## src/pkg/sepv_regs.svh

```systemverilog
// Constants for the EEPROM program/verify block.
// Assumes a 125 MHz core clock; included by bare name.
// Functional notes
// - A session moves the whole 288-bit image; all of it is stored.
// - Entry starts a bulk erase; programmer waits 4 ms before data.
// - Bulk erase clears every memory location to zero first.
// - Words of 16 bits arrive LSB first, clocked by the switch input.
// - Each loaded word gets an internal write cycle, up to 50 ms.
// - Write completion shown by ack pulses, each phase at least 800 us.
// - Ack pulses continue until the programmer lowers the clock input.
// - One verify readback is allowed, only right after programming.
// - Verify: each rising clock edge shifts out a stored bit, LSB first.
// - Verify is refused unless programming happened first.
// - Words five to eight form one 64-bit field, MSB part in word eight.
`ifndef SEPV_REGS_SVH
`define SEPV_REGS_SVH
`define SEPV_IMAGE_BITS 288
`define SEPV_WORD_BITS 16
`define SEPV_WORDS 18
`define SEPV_CLK_MHZ 125
`define SEPV_SETUP_MIN_US 2000
`define SEPV_ERASE_US 4000
`define SEPV_WRITE_US 50000
`define SEPV_ACK_US 800
`define SEPV_US_CYC(us) ((us) * `SEPV_CLK_MHZ)
`define SEPV_FIELD_LO_WORD 4
`define SEPV_FIELD_HI_WORD 7
`endif

```

## src/pkg/sepv_pkg.sv

```systemverilog
// Types for the EEPROM program/verify block.
// Assumes nothing outside itself.
package sepv_pkg;
  typedef enum logic [2:0] {
    ST_IDLE, ST_SETUP, ST_ERASE, ST_LOAD, ST_WRITE, ST_ACK, ST_VERIFY
  } sepv_state_e;
endpackage

```

## src/rtl/sepv_mem.sv

```systemverilog
// Word memory holding the configuration image.
// Assumes one write and one read per cycle; read data are registered.
`timescale 1ns/100ps
module sepv_mem #(
  parameter int WIDTH = 16,
  parameter int DEPTH = 18,
  parameter int AW = 5
) (
  // Clock
  input wire logic clk,
  input wire logic ce,
  // Write port
  input wire logic we,
  input wire logic [AW-1:0] waddr,
  input wire logic [WIDTH-1:0] wdata,
  // Read port
  input wire logic [AW-1:0] raddr,
  output logic [WIDTH-1:0] rdata_q
);
  logic [WIDTH-1:0] mem [DEPTH];

  always_ff @(posedge clk) begin
    if (ce && we) begin
      mem[waddr] <= wdata;
    end
    if (ce) begin
      rdata_q <= mem[raddr];
    end
  end
endmodule // sepv_mem

```

## src/rtl/sepv_prog.sv

```systemverilog
// Program/verify engine for the configuration EEPROM.
// Assumes the switch input and data pin come asynchronously from a
// programmer; both are synchronised before use. Data pin is three signals.
`timescale 1ns/100ps
`include "sepv_regs.svh"
module sepv_prog #(
  parameter int SETUP_CYC = `SEPV_US_CYC(`SEPV_SETUP_MIN_US),
  parameter int ERASE_CYC = `SEPV_US_CYC(`SEPV_ERASE_US),
  parameter int WRITE_CYC = `SEPV_US_CYC(`SEPV_WRITE_US),
  parameter int ACK_CYC = `SEPV_US_CYC(`SEPV_ACK_US),
  parameter int WORDS = `SEPV_WORDS
) (
  // Clock and reset
  input wire logic clk,
  input wire logic resetn,
  input wire logic ce,
  // Programmer pins
  input wire logic sw_clk_in,
  input wire logic data_in,
  output logic data_out_q,
  output logic data_oen_q,
  // Status
  output logic prog_mode_q,
  output logic image_done_q,
  output logic verify_used_q,
  output logic [63:0] key_field_q
);
  localparam int CW = 24;
  localparam logic [4:0] LAST_WORD = 5'(WORDS - 1);

  sepv_pkg::sepv_state_e state_q, state_d;
  logic [1:0] clk_sync_q, dat_sync_q;
  logic clk_prev_q;
  logic [CW-1:0] cnt_q;
  logic [3:0] bit_q;
  logic [4:0] word_q;
  logic [4:0] erase_q;
  logic [15:0] shift_q;
  logic [15:0] out_q;
  logic ack_lvl_q;
  logic [15:0] rdata;

  wire sclk = clk_sync_q[1];
  wire sdat = dat_sync_q[1];
  wire rise = sclk && !clk_prev_q;
  wire fall = !sclk && clk_prev_q;
  wire cnt_done_setup = cnt_q >= CW'(SETUP_CYC);
  wire cnt_done_erase = cnt_q >= CW'(ERASE_CYC);
  wire cnt_done_write = cnt_q >= CW'(WRITE_CYC);
  wire cnt_done_ack = cnt_q >= CW'(ACK_CYC - 1);
  wire erasing = state_q == sepv_pkg::ST_ERASE;
  wire word_full = rise && bit_q == 4'hf;
  wire [15:0] word_val = {sdat, shift_q[15:1]};
  wire mem_we = erasing || state_q == sepv_pkg::ST_WRITE && cnt_q == '0;
  wire [4:0] waddr = erasing ? erase_q : word_q;
  wire [15:0] wdata = erasing ? 16'h0000 : shift_q;
  // Idle keeps word 0 on the read port so the first verify bit is ready
  wire [4:0] raddr = (state_q == sepv_pkg::ST_VERIFY) ? word_q : 5'h00;
  wire verify_go = state_q == sepv_pkg::ST_IDLE &&
                   state_d == sepv_pkg::ST_VERIFY;
  wire load_field = state_q == sepv_pkg::ST_WRITE && cnt_q == '0 &&
                    word_q >= 5'(`SEPV_FIELD_LO_WORD) &&
                    word_q <= 5'(`SEPV_FIELD_HI_WORD);
  wire [1:0] field_idx = 2'(word_q - 5'(`SEPV_FIELD_LO_WORD));

  sepv_mem #(.WIDTH(16), .DEPTH(WORDS), .AW(5)) u_mem (
    .clk(clk),
    .ce(ce),
    .we(mem_we),
    .waddr(waddr),
    .wdata(wdata),
    .raddr(raddr),
    .rdata_q(rdata)
  );

  always_comb begin
    state_d = state_q;
    case (state_q)
      sepv_pkg::ST_IDLE: begin
        if (image_done_q && !verify_used_q && rise) begin
          state_d = sepv_pkg::ST_VERIFY;
        end else if (sclk && !sdat) begin
          state_d = sepv_pkg::ST_SETUP;
        end
      end
      sepv_pkg::ST_SETUP: begin
        if (!sclk) begin
          state_d = sepv_pkg::ST_IDLE;
        end else if (sdat && cnt_done_setup) begin
          state_d = sepv_pkg::ST_ERASE;
        end
      end
      sepv_pkg::ST_ERASE: begin
        if (erase_q == LAST_WORD && cnt_done_erase) begin
          state_d = sepv_pkg::ST_LOAD;
        end
      end
      sepv_pkg::ST_LOAD: begin
        if (word_full) begin
          state_d = sepv_pkg::ST_WRITE;
        end
      end
      sepv_pkg::ST_WRITE: begin
        if (cnt_done_write) begin
          state_d = sepv_pkg::ST_ACK;
        end
      end
      sepv_pkg::ST_ACK: begin
        if (!sclk) begin
          state_d = (word_q == LAST_WORD) ? sepv_pkg::ST_IDLE
                                          : sepv_pkg::ST_LOAD;
        end
      end
      sepv_pkg::ST_VERIFY: begin
        if (word_q == LAST_WORD && bit_q == 4'hf && fall) begin
          state_d = sepv_pkg::ST_IDLE;
        end
      end
      default: state_d = sepv_pkg::ST_IDLE;
    endcase
  end

  always_ff @(posedge clk or negedge resetn) begin
    if (!resetn) begin
      clk_sync_q <= 2'h0;
      dat_sync_q <= 2'h0;
      clk_prev_q <= 1'b0;
    end else if (ce) begin
      clk_sync_q <= {clk_sync_q[0], sw_clk_in};
      dat_sync_q <= {dat_sync_q[0], data_in};
      clk_prev_q <= sclk;
    end
  end

  always_ff @(posedge clk or negedge resetn) begin
    if (!resetn) begin
      state_q <= sepv_pkg::ST_IDLE;
      cnt_q <= '0;
    end else if (ce) begin
      state_q <= state_d;
      if (state_d != state_q || (state_q == sepv_pkg::ST_ACK &&
          cnt_done_ack)) begin
        cnt_q <= '0;
      end else if (!(&cnt_q)) begin
        cnt_q <= cnt_q + CW'(1);
      end
    end
  end

  always_ff @(posedge clk or negedge resetn) begin
    if (!resetn) begin
      erase_q <= 5'h00;
    end else if (ce) begin
      if (!erasing) begin
        erase_q <= 5'h00;
      end else if (erase_q != LAST_WORD) begin
        erase_q <= erase_q + 5'h01;
      end
    end
  end

  always_ff @(posedge clk or negedge resetn) begin
    if (!resetn) begin
      bit_q <= 4'h0;
      word_q <= 5'h00;
      shift_q <= 16'h0000;
    end else if (ce) begin
      if (erasing || state_q == sepv_pkg::ST_IDLE && state_d ==
          sepv_pkg::ST_VERIFY) begin
        bit_q <= 4'h0;
        word_q <= 5'h00;
      end else if (state_q == sepv_pkg::ST_LOAD && rise) begin
        shift_q <= word_val;
        bit_q <= bit_q + 4'h1;
      end else if (state_q == sepv_pkg::ST_ACK && !sclk) begin
        word_q <= word_q + 5'h01;
      end else if (state_q == sepv_pkg::ST_VERIFY && fall) begin
        bit_q <= bit_q + 4'h1;
        if (bit_q == 4'hf) begin
          word_q <= word_q + 5'h01;
        end
      end
    end
  end

  always_ff @(posedge clk or negedge resetn) begin
    if (!resetn) begin
      ack_lvl_q <= 1'b0;
      out_q <= 16'h0000;
      data_out_q <= 1'b0;
      data_oen_q <= 1'b1;
    end else if (ce) begin
      if (state_q != sepv_pkg::ST_ACK) begin
        ack_lvl_q <= 1'b1;
      end else if (cnt_done_ack) begin
        ack_lvl_q <= !ack_lvl_q;
      end
      if (verify_go) begin
        out_q <= rdata;
        data_out_q <= rdata[0];
      end else if (state_q == sepv_pkg::ST_VERIFY && rise) begin
        out_q <= (bit_q == 4'h0) ? rdata : out_q;
        data_out_q <= (bit_q == 4'h0) ? rdata[0] : out_q[bit_q];
      end else if (state_q == sepv_pkg::ST_ACK) begin
        data_out_q <= ack_lvl_q;
      end else if (state_q != sepv_pkg::ST_VERIFY) begin
        data_out_q <= 1'b0;
      end
      data_oen_q <= !(state_q == sepv_pkg::ST_ACK ||
                      state_q == sepv_pkg::ST_VERIFY);
    end
  end

  always_ff @(posedge clk or negedge resetn) begin
    if (!resetn) begin
      prog_mode_q <= 1'b0;
      image_done_q <= 1'b0;
      verify_used_q <= 1'b0;
      key_field_q <= 64'h0;
    end else if (ce) begin
      prog_mode_q <= state_q inside {sepv_pkg::ST_ERASE, sepv_pkg::ST_LOAD,
                                     sepv_pkg::ST_WRITE, sepv_pkg::ST_ACK};
      if (erasing) begin
        image_done_q <= 1'b0;
        verify_used_q <= 1'b0;
        key_field_q <= 64'h0;
      end else begin
        if (state_q == sepv_pkg::ST_ACK && state_d == sepv_pkg::ST_IDLE) begin
          image_done_q <= 1'b1;
        end
        if (state_d == sepv_pkg::ST_VERIFY) begin
          verify_used_q <= 1'b1;
        end
        if (load_field) begin
          key_field_q[field_idx*16 +: 16] <= shift_q;
        end
      end
    end
  end
endmodule // sepv_prog

```

## config.mk

```make
export PLATFORM = sky130hd
export DESIGN_NAME = sepv_prog
export DESIGN_NICKNAME = d
export VERILOG_FILES = /design/src/pkg/sepv_pkg.sv /design/src/rtl/sepv_mem.sv /design/src/rtl/sepv_prog.sv
export VERILOG_INCLUDE_DIRS = /design/src /design/src/pkg
export SDC_FILE = /design/constraint.sdc
export NUM_CORES = 1
export LEC_CHECK = 0
export ABC_AREA = 1
export BUFFER_PORTS_ARGS = -buffer_cell sky130_fd_sc_hd__buf_4
export CAP_MARGIN = 20
export CELL_PAD_IN_SITES_DETAIL_PLACEMENT = 1
export CELL_PAD_IN_SITES_GLOBAL_PLACEMENT = 1
export CORE_MARGIN = 4
export CORE_UTILIZATION = 35
export CTS_BUF_LIST = sky130_fd_sc_hd__clkbuf_4 sky130_fd_sc_hd__clkbuf_8
export CTS_CLUSTER_SIZE = 30
export DETAILED_ROUTE_END_ITERATION = 12
export HOLD_SLACK_MARGIN = 0.15
export PLACE_DENSITY = 0.65
export SLEW_MARGIN = 20
export SYNTH_ARGS = -nofsm -noshare
export SYNTH_HDL_FRONTEND = slang
export SYNTH_SLANG_ARGS = --single-unit
```

## constraint.sdc

```tcl
create_clock -name clk -period 5.2 [get_ports clk]
set_input_delay 0.78 -clock clk [delete_from_list [all_inputs] [get_ports clk]]
set_output_delay 0.78 -clock clk [all_outputs]
set_load 0.05 [all_outputs]
```

After elaboration in Yosys (flattened, before gate mapping)
Memory sizes are Yosys's and may differ from the RTL's. A register that Yosys moved wholly into a read port is not among the register bits.
Cells that the tools add are included.
W data, S select, Z words.
{"block": "word_totals", "ff_bits": 148, "ram_bits": 288, "input_bits": 5, "output_inout_bits": 69, "elab_cells": 158, "n_memories": 1}
{"name": "u_mem.mem", "words": 18, "word_bits": 16, "read_ports": 1, "rd_clocked_by_memory_dff": 1, "write_ports": 1, "line": "sepv_mem.sv:20", "source": "logic [WIDTH-1:0] mem [DEPTH];"}
{"block": "op_classes", "n_addsub": 6, "order_cmp": 7, "n_eq_ne": 18, "shift": 2, "muxes": 48, "bitwise": 1, "n_reduce_logical": 58}
{"operator": "$mux W64", "count": 2}
{"operator": "$bwmux W64", "count": 1}
{"operator": "$mux W16", "count": 4}
{"operator": "$shift A16 B34 Y64 const A", "count": 1}
{"operator": "$shiftx A16 B34 Y64", "count": 1}
{"operator": "$mux W24", "count": 2}
{"operator": "$mux W5", "count": 9}
{"operator": "$neg A6 Y34", "count": 1}
{"operator": "$mux W3", "count": 9}
{"operator": "$add A24 B1 Y24 const B", "count": 1}
{"operator": "$ge A24 B17 Y1 const B", "count": 1}
{"operator": "$ge A24 B18 Y1 const B", "count": 1}
{"operator": "$ge A24 B19 Y1 const B", "count": 1}
{"operator": "$ge A24 B23 Y1 const B", "count": 1}
{"operator": "$logic_not A24 Y1", "count": 1}
{"operator": "$reduce_and A24 Y1", "count": 1}
{"operator": "$logic_and A1 B1 Y1", "count": 21}
{"operator": "$pmux W3 S7", "count": 1}
{"operator": "$mux W4", "count": 4}
{"operator": "$mux W1", "count": 14}
{"operator": "$reduce_and A2 Y1", "count": 7}
{"operator": "$eq A3 B3 Y1 const B", "count": 4}
{"operator": "$reduce_bool A2 Y1", "count": 6}
{"operator": "$add A5 B1 Y5 const B", "count": 2}
{"operator": "other kinds (25)", "count": 44}

Logic depth before layout (Yosys ltp)
{"block": "logic_depth", "ltp_word": 10, "mapped_depth": 16, "ltp_nobuf": 15}

Cells and area by module
Synthesis repeated with hierarchy kept, for this count alone.
{"block": "unflattened", "hier_cells": 2189, "area_unflattened_um2": 20739.9}
{"mod": "sepv_mem", "n_inst": 1, "cells_each": 1200, "area_each_um2": 12872.3, "seq_area_each_um2": 9128.8}
{"mod": "sepv_prog", "n_inst": 1, "cells_each": 989, "area_each_um2": 7867.5, "seq_area_each_um2": 3704.8}

Worst setup path after synthesis
OpenSTA, ideal clock, no wires.
{"block": "synth_path", "path_kind": "input to register", "startpoint": "input ce", "endpoint": "memory u_mem.mem[17][0] (enable)", "setup_time_ns": 0.409, "arrival_time_ns": 2.843, "t_required_ns": 4.791, "path_slack_ns": 1.948, "stages": 7, "n_path_buf": 1, "cell_sequence": "buf_2 -> inv_1 -> nor4_2 -> nand4_1 -> nand2_1 -> nand2_1 -> nor3_1"}
{"block": "synth_via", "elab_chain_len": 3}
{"item": "from (decl)", "line": "sepv_prog.sv:16", "source": "input wire logic ce,"}
{"item": "$logic_and A1 B1 Y1", "line": "sepv_mem.sv:23", "source": "if (ce && we) begin"}
{"item": "$mux W1", "line": "sepv_mem.sv:23"}
{"item": "$mux W1 (not written as such)", "line": "sepv_mem.sv:24", "source": "mem[waddr] <= wdata;"}
{"item": "to (decl)", "line": "sepv_mem.sv:20"}
Every way passes these cells.

Worst setup path in the final report
{"block": "layout_path", "startpoint": "register state_q[0]", "endpoint": "register u_mem.rdata_q[11] (read register of u_mem.mem) (data pin)"}
{"block": "layout_via", "elab_chain_len": 2}
{"item": "from (decl)", "line": "sepv_prog.sv:31", "source": "sepv_pkg::sepv_state_e state_q, state_d;"}
{"item": "from (signal assigned)", "line": "sepv_prog.sv:137", "source": "state_q <= sepv_pkg::ST_IDLE;"}
{"item": "from (signal assigned)", "line": "sepv_prog.sv:140", "source": "state_q <= state_d;"}
{"item": "$eq A3 B3 Y1", "line": "sepv_prog.sv:58", "source": "wire [4:0] raddr = (state_q == sepv_pkg::ST_VERIFY) ? word_q : 5'h00;"}
{"item": "$mux W5", "line": "sepv_prog.sv:58"}
{"item": "to (decl)", "line": "sepv_mem.sv:18", "source": "output logic [WIDTH-1:0] rdata_q"}
Every way passes these cells.
A chain may end at the register's enable or synchronous reset.

==> summary.txt <==
Logic synthesis
  • Post-Synth Adder-Cell Area: 0.00693
  • Async SR Flop Fraction: 0.327
  • Synth Area in XOR/XNOR: 0.0106
  • Post-synthesis sequential area ratio: 0.646
  • Synth warn: 0
  • Synth area leaders: edfxtp_1 (46%), dfrtp_1 (19%), nand2_1 (6.3%), o211ai_1 (4.4%), or2_2 (2.7%)
  • Yosys top cell by area: edfxtp_1
  • Syn_nets: around 1,800
  • Distinct cell type count after synthesis: 47
  • Post-synthesis mux area share: 0.0122
  • Synth top area share: 0.459
  • Synth Area in Compound Gates: 0.0959
  • Largest family of logic cells by synthesized area: simple AND/OR/NAND/NOR gates
  • Simple-gate portion of the synthesized area: 0.181
  • Number of synthesized flops with an enable pin: a little over 300
  • Post-Syn Instances: approximately 1,800
  • Synthesized area: between 0.015 and 0.02 mm^2
  • Syn_area_per_cell: around 11 um^2
  • Top_reg_cell synth: edfxtp_1
  • Number of synthesized register bits: 452

Timing
  • Fin. Hold Viols: 0
  • Max Clk Rate: 306 MHz
  • Worst-margin pin slew: about 1.1 ns
  • Tcrit/Tclk final: 0.629
  • Worst slew margin: 0.263
  • Skew final: 0.0314 ns
  • RSZ-0062 raised after global routing: false
  • Final min period: ~3.3 ns
  • Setup tns final: 0 ns
  • Final setup viols: 0
  • Max Slew Vio Count: 0

Floorplan
  • Die area: 0.0607 mm^2
  • Die H: about 250 um
  • IO Pins: between 70 and 80
  • Die Width: 246 um
  • Core footprint: ~0.056 mm^2
  • Core Rows: 87
  • Starting density of the core: 0.353

Route
  • Vias per cell: about 5.1
  • Drt total wl: between 50,000 and 60,000 um
  • Wire per inst: between 20 and 25 um
  • Total number of vias: roughly 14,000
  • Initial DRC count: between 900 and 1,000
  • Number of routed nets with antenna violations: 0
  • First-pass iteration count of the detailed router: 5
  • DRC viols: 0

CTS
  • Cts repair resizes: 0
  • CTS Sinks: roughly 450
  • Clk_lat worst skew: between 0.6 and 0.7 ns
  • Worst-path clk slew: about 0.060 ns
  • CTS tree: yes
  • Clock Root Buffer: clkbuf_8
  • Hold_buf cts: 0
  • CTS H-tree depth: 3
  • Clock Tree Buf Depth: 3
  • Post-CTS Setup Bufs: 0
  • TritonCTS Buffers: 81

Worst setup path
  • RR Startpoint: state_q[0]
  • Worst path bufs/invs: 4
  • RR Endpoint: u_mem.rdata_q[11]
  • Max FO, Critical Path: 51
  • Cell family with most CP delay: buffers and inverters
  • Critical path startpoint category: flop
  • Crit-path slowest cell: inv_2
  • Worst reg2reg path depth: 12
  • Crit path cell chain: nor2_8, buf_4, inv_4, nor2_8, inv_2, buf_4, o21ai_0, o22ai_1, o211ai_1, nand2_1, nand2_1, o21ai_1
  • Critical Path End: u_mem.rdata_q[11]
  • Crit path kind: flop to flop
  • Crit-path max cell delay: 0.72 ns
  • R2R Setup Slk: between 1.5 and 2 ns
  • Cell count along the critical path: 12
  • Crit. End Element: flop
  • Setup crit start: state_q[0]
  • Worst path arrival time: ~3.8 ns
  • Data required, critical path: approximately 5.7 ns

Power
  • Reg power frac: 0.477
  • Sw power: between 0.002 and 0.003 W
  • Combinational fraction of design power: 0.165
  • PD cells: about 400 mW/mm^2
  • Clock power share: 0.359
  • Leak Pwr: approximately 9 nW
  • Switching Share: 0.310
  • Peak supply drop: approximately 0.00018 V
  • Internal power: between 0.006 and 0.007 W

Global routing
  • GRT Util Overall: 0.187
  • Vias in the first global route: about 15,000
  • Global-route wire length before repair: about 90,000 um
  • Residual overflow from global routing: 0
  • Largest net degree at the start of global routing: between 100 and 150
  • Initial antenna violation count: 3

Min path
  • WHS Path Cells: 3
  • Hold WC Path Type: input pin to flop
  • Hold Crit Start: data_in

Placed design
  • DPL Wire Length: between 30,000 and 40,000 um
  • Port-buffer cells: 73
  • Placed cell area: around 0.021 mm^2
  • GPL Wtd Cong: approximately 0.83

Cells and area
  • Fraction of layout cells with a size suffix above 1: 0.181
  • Nets: 1,922
  • Final non-filler cell area: approximately 0.023 mm^2
  • P&R area growth vs syn: 14.6%
  • Filler cells: about 6,200

Job
  • # Max-Cap Violations: 0

Outcome
  • Run status: finished, final reports clean
## cell type report
class / count / area [um^2] / share of cell area
well taps: 756 / 946 / 0.0415
multi-input cells: 1141 / 6110 / 0.268
clock inverters: 28 / 163 / 0.00714
diodes: 1 / 2.50 / 0.000110
flip-flops and latches: 452 / 12800 / 0.564
clock buffers: 116 / 1430 / 0.0630
inverters: 133 / 503 / 0.0221
repair buffers: 97 / 779 / 0.0342
## logic make-up (layout without fill, tap and decap cells)
group                    Yosys count  in the layout
AO/OA/AOI/OAI                    309            309
XOR/XNOR                          24             24
adder cells (fa/ha/maj)           11             11
other                              0              1
buffers and inverters            229            374
flip-flops                       452            452
AND/OR/NAND/NOR                  774            774
multiplexers                      23             23
## per-stage QoR
step | hold slack (ns) | setup WS (ns) | power (W) | util | std cells
2_1_floorplan | 0.432 | 1.95 | 0.00536 | - | 1822
4_1_cts | 0.237 | 1.93 | 0.00927 | 0.404 | 2721
3_5_place_dp | 0.446 | 1.75 | 0.00594 | 0.375 | 2577
6_report | 0.319 | 1.93 | 0.00917 | 0.405 | 2724
5_1_grt | 0.290 | 1.64 | 0.00961 | 0.405 | 2724
3_3_place_gp | 0.443 | 1.77 | 0.00591 | 0.375 | 2577
## cell usage in the layout, fill, tap and decap left out, drive strengths merged, types with 103 or more instances in the layout
| master | netlist | layout |
|---|---|---|
| edfxtp | 304 | 304 |
| nand3 | 103 | 103 |
| clkbuf | 49 | 116 |
| nand2 | 342 | 342 |
| o21ai | 145 | 145 |
| dfrtp | 147 | 147 |
| o211ai | 117 | 117 |
| or2 | 114 | 114 |
| inv | 133 | 135 |
| nor2 | 152 | 152 |
## power by group through the flow
| stage | sequential (W) | clock (W) | combinational (W) |
|---|---|---|---|
| final | 0.00437 | 0.00329 | 0.00151 |
| after global routing | 0.00439 | 0.00355 | 0.00167 |
| after CTS | 0.00437 | 0.00339 | 0.00151 |
| after detailed placement | 0.00444 | 0 | 0.00150 |
| after global placement | 0.00443 | 0 | 0.00148 |
| after floorplan | 0.00448 | 0 | 0.000878 |
## worst register-to-register path, stage by stage (launching register included)
cell      delay, ns
dfrtp_1        0.59
nor2_8         0.16
buf_4          0.28
inv_4          0.14
nor2_8         0.04
inv_2          0.72
buf_4          0.46
o21ai_0        0.14
o22ai_1        0.21
o211ai_1       0.14
nand2_1        0.10
nand2_1        0.05
o21ai_1        0.11
## Yosys cell counts (2+ instances only)
cell type / number
o211ai_1: 117
mux2_1: 6
or2_1: 5
mux2i_1: 14
nor3_1: 8
o21ai_1: 85
nor3_2: 5
o22ai_1: 8
inv_2: 8
dfrtp_1: 147
nand3_1: 102
or2_2: 85
nor2_8: 2
inv_1: 124
mux2_2: 3
buf_1: 4
buf_2: 33
clkbuf_1: 48
edfxtp_1: 304
nand2_2: 7
nand2_1: 334
ha_1: 11
buf_4: 6
nand4_1: 46
a31oi_1: 2
xor2_1: 21
nor2_1: 137
o221ai_1: 4
nor2_2: 13
a21oi_1: 24
xnor2_1: 3
o21a_1: 3
buf_6: 4
or2_0: 24
nor4_1: 3
o21ai_0: 60
o31ai_1: 2
## registers in the layout, summed over array words and instances (netlist names), 2 cells and up
register       count
word_q             5
bit_q              4
u_mem.rdata_q     16
shift_q           16
erase_q            5
dat_sync_q         2
cnt_q             24
clk_sync_q         2
key_field_q       64
out_q             16
u_mem.mem        288
state_q            3
## worst min path at each step
stage and endpoint:
2_1_floorplan out_q[10], 3_3_place_gp out_q[10], 3_5_place_dp out_q[8], 4_1_cts key_field_q[26]
5_1_grt dat_sync_q[0], 6_report dat_sync_q[0]
## routing by layer
metal | vias up | track usage | share of wire
met5 | - | 0 | 0.00030
met4 | 2 | 0.0552 | 0.027
met3 | 116 | 0.0340 | 0.044
met2 | 304 | 0.302 | 0.47
met1 | 7087 | 0.259 | 0.46
li1 | 6503 | - | -
(Power assumes the default switching activity.)
